File: config.mk
export PLATFORM = sky130hd
export DESIGN_NAME = dtc_transceiver_ctrl
export DESIGN_NICKNAME = d
export VERILOG_FILES = /design/src/hdl/dtc_pkg.sv /design/src/hdl/dtc_burst_timer.sv /design/src/hdl/dtc_transceiver_ctrl.sv
export VERILOG_INCLUDE_DIRS = /design/src /design/src/hdl
export SDC_FILE = /design/constraint.sdc
export NUM_CORES = 1
export LEC_CHECK = 0
export ABC_AREA = 1
export BUFFER_PORTS_ARGS = -buffer_cell sky130_fd_sc_hd__buf_4
export CORE_MARGIN = 3
export CORE_UTILIZATION = 52
export CTS_BUF_LIST = sky130_fd_sc_hd__clkbuf_16
export DETAILED_ROUTE_END_ITERATION = 6
export PLACE_DENSITY_LB_ADDON = 0.2
export SLEW_MARGIN = 20
export SYNTH_ARGS = -nofsm -noshare
export SYNTH_HDL_FRONTEND = slang
export SYNTH_SLANG_ARGS = --single-unit
File: constraint.sdc
create_clock -name i_clk -period 1.6 [get_ports i_clk]
set_input_delay 0.32 -clock i_clk [delete_from_list [all_inputs] [get_ports i_clk]]
set_output_delay 0.32 -clock i_clk [all_outputs]
set_load 0.01 [all_outputs]
File: src/hdl/dtc_defines.svh
`ifndef DTC_DEFINES_SVH
`define DTC_DEFINES_SVH

// Clock and tone timing.
`define DTC_CLK_FREQ_HZ    20000000
`define DTC_BURST_TIME_MS  51
`define DTC_CP_FACTOR      2
`define DTC_BURST_CYC      (`DTC_BURST_TIME_MS * (`DTC_CLK_FREQ_HZ / 1000))

// Register select line decode.
`define DTC_RS_DATA        1'b0
`define DTC_RS_CTRL        1'b1

// First control register fields.
`define DTC_CRA_TONE_OUTPUT_ENABLE       0
`define DTC_CRA_CP         1
`define DTC_CRA_IRQ        2
`define DTC_CRA_REDIR      3

// Second control register fields.
`define DTC_CRB_BURST_OFF  0
`define DTC_CRB_RX_OFF     1
`define DTC_CRB_SINGLE     2
`define DTC_CRB_COLUMN     3

// Status register fields.
`define DTC_STS_IRQ        0
`define DTC_STS_TX_EMPTY   1
`define DTC_STS_RX_FULL    2
`define DTC_STS_STEER      3

// Reset values.
`define DTC_CRA_RESET      4'h0
`define DTC_CRB_RESET      4'h0
`define DTC_STS_RESET      4'h0
`define DTC_TXD_RESET      4'h0
`define DTC_RXD_RESET      4'h0

`endif

File: src/hdl/dtc_pkg.sv
package dtc_pkg;

	typedef struct packed {
		logic       valid;
		logic       write;
		logic       register_select_line;
		logic [3:0] data;
	} dtc_req_s;

	typedef struct packed {
		logic second_control_redirect;
		logic irq_enable;
		logic call_progress_select;
		logic tone_output_enable;
	} dtc_cra_s;

	typedef struct packed {
		logic column_select;
		logic single_select;
		logic receiver_power_off;
		logic burst_off;
	} dtc_crb_s;

	typedef struct packed {
		logic steer_delayed;
		logic rx_full;
		logic tx_empty;
		logic irq_flag;
	} dtc_status_s;

	typedef enum logic [2:0] {
		DTC_IDLE  = 3'b001,
		DTC_TONE  = 3'b010,
		DTC_PAUSE = 3'b100
	} dtc_burst_e;

endpackage : dtc_pkg

File: src/hdl/dtc_burst_timer.sv
`timescale 1ns/1ps
`include "dtc_defines.svh"

module dtc_burst_timer
	import dtc_pkg::*;
#(
	parameter int P_BURST_CYC = `DTC_BURST_CYC
) (
	// Clock and reset.
	input  wire logic i_clk,
	input  wire logic i_rstn,
	// Control.
	input  wire logic i_start,
	input  wire logic i_double,
	input  wire logic i_abort,
	// Status.
	output logic      o_tone,
	output logic      o_busy,
	output logic      o_done
);

	dtc_burst_e  state_q;
	logic [21:0] cnt_q;
	logic        done_q;

	function automatic logic [21:0] dtc_dur(input logic dbl);
		int cyc;
		cyc = dbl ? (P_BURST_CYC * `DTC_CP_FACTOR) : P_BURST_CYC;
		return 22'(cyc - 1);
	endfunction : dtc_dur

	always_ff @(posedge i_clk) begin
		if (!i_rstn) begin
			state_q <= DTC_IDLE;
			cnt_q   <= 22'h0;
			done_q  <= 1'b0;
		end else begin
			done_q <= 1'b0;
			if (i_abort) begin
				state_q <= DTC_IDLE;
				cnt_q   <= 22'h0;
			end else begin
				unique case (state_q)
					DTC_IDLE: begin
						if (i_start) begin
							state_q <= DTC_TONE;
							cnt_q   <= dtc_dur(i_double);
						end
					end
					DTC_TONE: begin
						if (cnt_q == 22'h0) begin
							state_q <= DTC_PAUSE;
							cnt_q   <= dtc_dur(i_double);
						end else begin
							cnt_q <= cnt_q - 22'h1;
						end
					end
					DTC_PAUSE: begin
						if (cnt_q == 22'h0) begin
							state_q <= DTC_IDLE;
							done_q  <= 1'b1;
						end else begin
							cnt_q <= cnt_q - 22'h1;
						end
					end
					default: begin
						state_q <= DTC_IDLE;
					end
				endcase
			end
		end
	end

	assign o_tone = (state_q == DTC_TONE);
	assign o_busy = (state_q != DTC_IDLE);
	assign o_done = done_q;
endmodule : dtc_burst_timer

File: src/hdl/dtc_transceiver_ctrl.sv
`timescale 1ns/1ps
`include "dtc_defines.svh"

// Behaviour
// - Second control bit 0 low enables burst mode, high disables it.
// - Burst mode: each transmit write with tone output enable set and no burst running gives equal tone burst and pause.
// - After the pause, transmit-empty flag sets and interrupt may fire.
// - Call progress mode doubles burst and pause lengths.
// - Without burst mode, tone lasts while tone output enable is set.
// - Second control bit 1 high powers both receivers down.
// - Second control bit 2 high selects single tone, low dual.
// - Bit 3 picks column or row tone, only in single tone.
// - Transmitter and receiver both down also stops oscillator and reference.
// - Interrupt flag sets with either event flag, clears on status read.
// - Transmit-empty sets after burst pause; cleared by read or burst off.
// - Receive-full sets on a valid digit; cleared by status read.
// - Delayed steering sets on tone absence, clears on valid tone.
// - Redirect bit sends exactly the next control write to second register.
// - Tone output enable low powers transmitter down and clears data.
// - Select line high: write goes to control, read returns status.
// - Interrupt pin pulls low on digit or transmit ready in DTMF mode.

module dtc_transceiver_ctrl
	import dtc_pkg::*;
#(
	parameter int P_BURST_CYC = `DTC_BURST_CYC
) (
	// Clock and reset.
	input  wire logic       i_clk,
	input  wire logic       i_rstn,
	// Host register access.
	input  wire dtc_req_s   i_req,
	output logic [3:0]      o_rdata,
	output logic            o_rvalid,
	// Receiver side.
	input  wire logic       i_rx_digit_valid,
	input  wire logic [3:0] i_rx_digit,
	input  wire logic       i_rx_absent,
	input  wire logic       i_rx_present,
	input  wire logic       i_cp_square,
	// Transmitter side.
	output logic            o_tone_active,
	output logic [3:0]      o_tone_code,
	output logic            o_tone_single,
	output logic            o_tone_column,
	output logic            o_tone_drive_oe,
	// Power control.
	output logic            o_tx_power_off,
	output logic            o_rx_power_off,
	output logic            o_osc_power_off,
	// Open-drain interrupt or call progress pin.
	output logic            o_interrupt_progress_pin_o,
	output logic            o_interrupt_progress_pin_oe
);

	dtc_cra_s    cra_q;
	dtc_crb_s    crb_q;
	dtc_status_s sts_q;
	logic        redirect_q;
	logic [3:0]  txd_q;
	logic [3:0]  rxd_q;
	logic [3:0]  rdata_q;
	logic        rvalid_q;
	logic        tone_q;
	logic        column_q;
	logic        irq_oe_q;

	logic        wr;
	logic        rd;
	logic        ctrl_wr;
	logic        tx_wr;
	logic        sts_rd;
	logic        burst_en;
	logic        tmr_start;
	logic        tmr_abort;
	logic        tmr_tone;
	logic        tmr_busy;
	logic        tmr_done;
	logic        set_tx;
	logic        set_rx;

	// Access decode.
	assign wr      = i_req.valid & i_req.write;
	assign rd      = i_req.valid & ~i_req.write;
	assign ctrl_wr = wr & (i_req.register_select_line == `DTC_RS_CTRL);
	assign tx_wr   = wr & (i_req.register_select_line == `DTC_RS_DATA);
	assign sts_rd  = rd & (i_req.register_select_line == `DTC_RS_CTRL);

	assign burst_en = ~crb_q.burst_off;

	// A digit written while a burst is running is dropped.
	assign tmr_start = tx_wr & burst_en & cra_q.tone_output_enable
		& ~tmr_busy;
	assign tmr_abort = ~cra_q.tone_output_enable | ~burst_en;

	assign set_tx = tmr_done & burst_en;
	assign set_rx = i_rx_digit_valid & ~crb_q.receiver_power_off;

	dtc_burst_timer #(
		.P_BURST_CYC (P_BURST_CYC)
	) u_timer (
		.i_clk    (i_clk),
		.i_rstn   (i_rstn),
		.i_start  (tmr_start),
		.i_double (cra_q.call_progress_select),
		.i_abort  (tmr_abort),
		.o_tone   (tmr_tone),
		.o_busy   (tmr_busy),
		.o_done   (tmr_done)
	);

	// Shared control address; the redirect arms exactly one write.
	always_ff @(posedge i_clk) begin
		if (!i_rstn) begin
			redirect_q <= 1'b0;
		end else if (ctrl_wr) begin
			redirect_q <= ~redirect_q
				& i_req.data[`DTC_CRA_REDIR];
		end
	end

	always_ff @(posedge i_clk) begin
		if (!i_rstn) begin
			cra_q <= `DTC_CRA_RESET;
		end else if (ctrl_wr && !redirect_q) begin
			cra_q <= i_req.data;
		end
	end

	always_ff @(posedge i_clk) begin
		if (!i_rstn) begin
			crb_q <= `DTC_CRB_RESET;
		end else if (ctrl_wr && redirect_q) begin
			crb_q <= i_req.data;
		end
	end

	// Transmit data register.
	always_ff @(posedge i_clk) begin
		if (!i_rstn) begin
			txd_q <= `DTC_TXD_RESET;
		end else if (!cra_q.tone_output_enable) begin
			txd_q <= `DTC_TXD_RESET;
		end else if (tx_wr && (!burst_en || !tmr_busy)) begin
			txd_q <= i_req.data;
		end
	end

	// Receive data register.
	always_ff @(posedge i_clk) begin
		if (!i_rstn) begin
			rxd_q <= `DTC_RXD_RESET;
		end else if (set_rx) begin
			rxd_q <= i_rx_digit;
		end
	end

	// Status flags; a new event wins over a clearing read.
	always_ff @(posedge i_clk) begin
		if (!i_rstn) begin
			sts_q <= `DTC_STS_RESET;
		end else begin
			sts_q.irq_flag <= set_tx | set_rx
				| (sts_q.irq_flag & ~sts_rd);
			if (!burst_en) begin
				sts_q.tx_empty <= 1'b0;
			end else begin
				sts_q.tx_empty <= set_tx
					| (sts_q.tx_empty & ~sts_rd);
			end
			sts_q.rx_full <= set_rx
				| (sts_q.rx_full & ~sts_rd);
			if (i_rx_absent) begin
				sts_q.steer_delayed <= 1'b1;
			end else if (i_rx_present) begin
				sts_q.steer_delayed <= 1'b0;
			end
		end
	end

	// Read data path.
	always_ff @(posedge i_clk) begin
		if (!i_rstn) begin
			rdata_q  <= 4'h0;
			rvalid_q <= 1'b0;
		end else begin
			rvalid_q <= rd;
			if (rd) begin
				rdata_q <= i_req.register_select_line
					? sts_q : rxd_q;
			end
		end
	end

	// Tone generator controls.
	always_ff @(posedge i_clk) begin
		if (!i_rstn) begin
			tone_q   <= 1'b0;
			column_q <= 1'b0;
		end else begin
			tone_q   <= cra_q.tone_output_enable
				& (burst_en ? tmr_tone : 1'b1);
			// Loaded with the register so it never lags the single bit.
			if (ctrl_wr && redirect_q) begin
				column_q <= i_req.data[`DTC_CRB_SINGLE]
					& i_req.data[`DTC_CRB_COLUMN];
			end
		end
	end

	// Interrupt pin; in call progress mode it mirrors the square wave.
	always_ff @(posedge i_clk) begin
		if (!i_rstn) begin
			irq_oe_q <= 1'b0;
		end else if (!cra_q.irq_enable) begin
			irq_oe_q <= 1'b0;
		end else if (cra_q.call_progress_select) begin
			irq_oe_q <= ~i_cp_square;
		end else begin
			irq_oe_q <= sts_q.irq_flag;
		end
	end

	assign o_rdata         = rdata_q;
	assign o_rvalid        = rvalid_q;
	assign o_tone_active   = tone_q;
	assign o_tone_code     = txd_q;
	assign o_tone_single   = crb_q.single_select;
	assign o_tone_column   = column_q;
	assign o_tone_drive_oe = cra_q.tone_output_enable;
	assign o_tx_power_off  = ~cra_q.tone_output_enable;
	assign o_rx_power_off  = crb_q.receiver_power_off;
	assign o_osc_power_off = ~cra_q.tone_output_enable
		& crb_q.receiver_power_off;
	assign o_interrupt_progress_pin_o  = 1'b0;
	assign o_interrupt_progress_pin_oe = irq_oe_q;
endmodule : dtc_transceiver_ctrl

==> results by group <==
Pwr
  • PwrDens: 732 nW/µm²
  • Sw frac: 21.9%
  • Combinational power share: 7.6%
  • Clk pwr share: 43.6%
  • Sw Pwr: 0.611 mW
  • Reg power frac: 48.9%
  • Internal power: 2.18 mW
  • Leakage power: 1.86 nW
  • Worst VDD drop: 0.000504 V

Die
  • Starting density of the core: 55.9%
  • Total die area: 6190 µm²
  • IO Count: 35
  • Site Rows: 25
  • Chip height: 78.7 µm
  • Die width: 78.7 µm
  • Core ar.: 4910 µm²

Setup path
  • Critical path, cell by cell: buf_4 > nor2_2 > nand2_1 > nor2_1 > buf_4 > nand4_1 > nand2_1 > nand2_1 > nand3_1 > nand3b_1 > nand2_1 > inv_1
  • RR Endpoint: u_timer.cnt_q[13]
  • Setup crit end kind: flip-flop
  • Max stage delay on crit path: 0.32 ns
  • Worst Setup Start Kind: flip-flop
  • Flop-to-flop setup slack: -0.07 ns
  • Critical path arrival: 1.86 ns
  • CP most frequent cell: nand2_1
  • CP required: 1.79 ns
  • Worst Setup Path Type: reg2reg
  • Worst-path fanout max: 6
  • Beginning of the worst register-to-register path: u_timer.cnt_q[4]
  • Reg2reg path depth: 12
  • Slowest cell on crit path: dfxtp_1

Global route
  • Tot GR Track Use: 25.8%
  • Vias in the first global route: 2979
  • Grt ovf: 0
  • Pin count of the biggest net entering global routing: 17
  • Antenna violations before repair: 0
  • First-pass GRT wire length: 12.8 mm

STA
  • Max-slew violations: 0
  • Post-route setup slack: -0.0659 ns
  • RSZ-0062 raised after global routing: true
  • Final Hold Vio Count: 0
  • WHS: 0.209 ns
  • Setup TNS: -0.0704 ns
  • Final setup fails: 2
  • Min cycle time layout: 1.67 ns
  • Fin crit share: 104%
  • Max frequency: 0.600 GHz
  • Clock Skews: 0.00675 ns

Routing
  • Routed Antenna Nets: 0
  • DRT Pass-1 Iters: 4
  • Routed length per instance: 13.3 µm
  • Initial DRC Count: 189
  • Vias per inst: 5.21
  • Via count: 3009
  • Drc violations: 0
  • Drt total wl: 7.66 mm

Min path
  • Hold wc startpoint: i_cp_square
  • Hold Crit Depth: 2
  • Hold EP: o_interrupt_progress_pin_oe
  • Worst hold path type: in2reg

Finish
  • Area grow syn2layout: 38.6%
  • Layout cell share with drive strength beyond 1: 28.8%
  • Fin area: 3810 µm²
  • Fin nets: 527
  • Fill count: 399
  • Antenna diodes: 0

Synth
  • Yosys cell types: 32
  • Synthesized area: 2750 µm²
  • Seq/Total Area, Yosys: 38.6%
  • Syn Inst Count: 414
  • Synth async-reset ratio: 0%
  • Syn. warnings: 0
  • Post-synth EDFFs: 0
  • Seq cells post-synth: 53
  • Syn Nets: 432
  • Ys flop type: dfxtp_1
  • Synthesized area per cell: 6.64 µm²

CTS
  • Clk root buf: clkbuf_16
  • H-tree levels: 2
  • Sink Count: 53
  • CTS Buf Count: 5
  • CTS tree: built
  • CTS Buffer Depth: 2
  • Clock latency on the worst-skew pair: 0.29 ns
  • Worst-path clk slew: 0.07 ns

Outcome
  • Violated checks: negative setup slack
  • Status: complete, but fails checks

Place
  • Post-DP Area: 3490 µm²
  • Post-DP HPWL: 5.67 mm
  • Buffers on Ports: 33
  • Final GP Congestion: 0.955

Job
  • Max Cap Viol: 0
per-layer routing:
layer,global-route usage [%],share of wire (%),up-vias
met1,31.1,42,1377
li1,-,-,1524
met2,46.4,50,92
met3,3.97,5.5,16
met5,0,0,-
met4,8.74,2.5,0
area by class of cell:
class,count,area (µm²),share of cell area (%)
Clock buffer,5,125,3.29
Clock inverter,3,42.5,1.12
Inverter,47,179,4.70
Multi-Input combinational cell,305,1560,41.1
Sequential cell,53,1060,27.9
Tap cell,67,83.8,2.20
Timing Repair Buffer,97,751,19.7
power groups by stage:
stage	clock network (mW)	registers [mW]	logic, mW
after floorplan	0	1.39	0.101
after global placement	0	1.39	0.199
after detailed placement	0	1.39	0.202
after CTS	1.23	1.36	0.206
after global routing	1.29	1.37	0.236
final	1.21	1.36	0.211
kinds of logic (layout without fill, tap and decap cells):
family,after synthesis,in the layout,share of synthesized area [%]
AND/OR/NAND/NOR,223,223,35.5
flip-flops,53,53,38.6
adder cells (fa/ha/maj),1,1,0.455
AO/OA/AOI/OAI,70,70,13.5
other,1,1,0.136
XOR/XNOR,10,10,3.19
buffers and inverters,56,152,8.61
cell usage after synthesis, types with 2 or more instances:
master,count,area (µm²)
inv_2,2,7.51
xnor2_1,3,26.3
o211ai_1,5,37.5
a21oi_1,34,170
dfxtp_1,53,1060
nand4_1,5,31.3
inv_1,45,169
nand3_1,27,135
nor3_2,2,20.0
buf_6,3,33.8
o21ai_1,5,25.0
o21ai_0,22,110
clkbuf_1,5,18.8
nor2_1,71,267
nand2_1,99,372
nor3_1,8,40.0
xor2_1,7,61.3
o21bai_1,2,15.0
nand2_4,2,22.5
nor2_2,2,12.5
placed cells by master, fill, tap and decap left out, drive strengths merged:
master and n:
nand2 102, buf 97, nor2 75, dfxtp 53, inv 48, a21oi 34, nand3 28, o21ai 27
nor3 10, xor2 7, nand4 5, o211ai 5, clkbuf 5, xnor2 3, o21bai 2, and2 2
a31oi 1, o31ai 1, nand3b 1, ha 1, conb 1, clkinv 1, bufinv 1
worst max-delay path by stage:
| stage | cells past startpoint | slack [ns] | endpoint | from |
|---|---|---|---|---|
| global route | 12 | -0.20 | u_timer.cnt_q[13] | u_timer.cnt_q[4] |
| CTS | 13 | -0.03 | u_timer.cnt_q[9] | u_timer.cnt_q[0] |
| detailed placement | 13 | -0.07 | u_timer.cnt_q[7] | i_req[5] |
| global placement | 13 | -0.08 | u_timer.cnt_q[7] | i_req[5] |
| floorplan | 12 | -0.04 | u_timer.cnt_q[6] | u_timer.cnt_q[0] |
| finish | 12 | -0.07 | u_timer.cnt_q[13] | u_timer.cnt_q[4] |
state kept, by name, summed over array words and instances, names as in the netlist, 2 cells and up:
register / count
u_timer.cnt_q: 22
u_timer.state_q: 3
cra_q: 2
rxd_q: 4
o_tone_code: 4
o_rdata: 4
sts_q: 4
stage by stage:
stage	total power, mW	setup slack (ns)	utilization [%]	std cells
detailed placement	1.60	-0.0676	71.1	565
floorplan	1.50	-0.0383	-	414
global placement	1.59	-0.0764	71.1	565
CTS	2.80	-0.0272	75.8	574
finish	2.79	-0.0659	77.6	577
global route	2.89	-0.198	77.6	577
repair_timing:
item,in CTS,in global routing
hold buffers,0,0
setup buffers,1,3
setup endpoints to repair,18,24
pin swaps,2,2
cloned,0,0
gates resized for setup,16,23
hold endpoints to repair,0,0
critical path: cells and delay by family, from the launching register on:
family        cells  cell delay (ns)
simple gates      9             0.91
buf+inv           3             0.33
flops             1             0.32
Power figures use the tool's default switching activity.
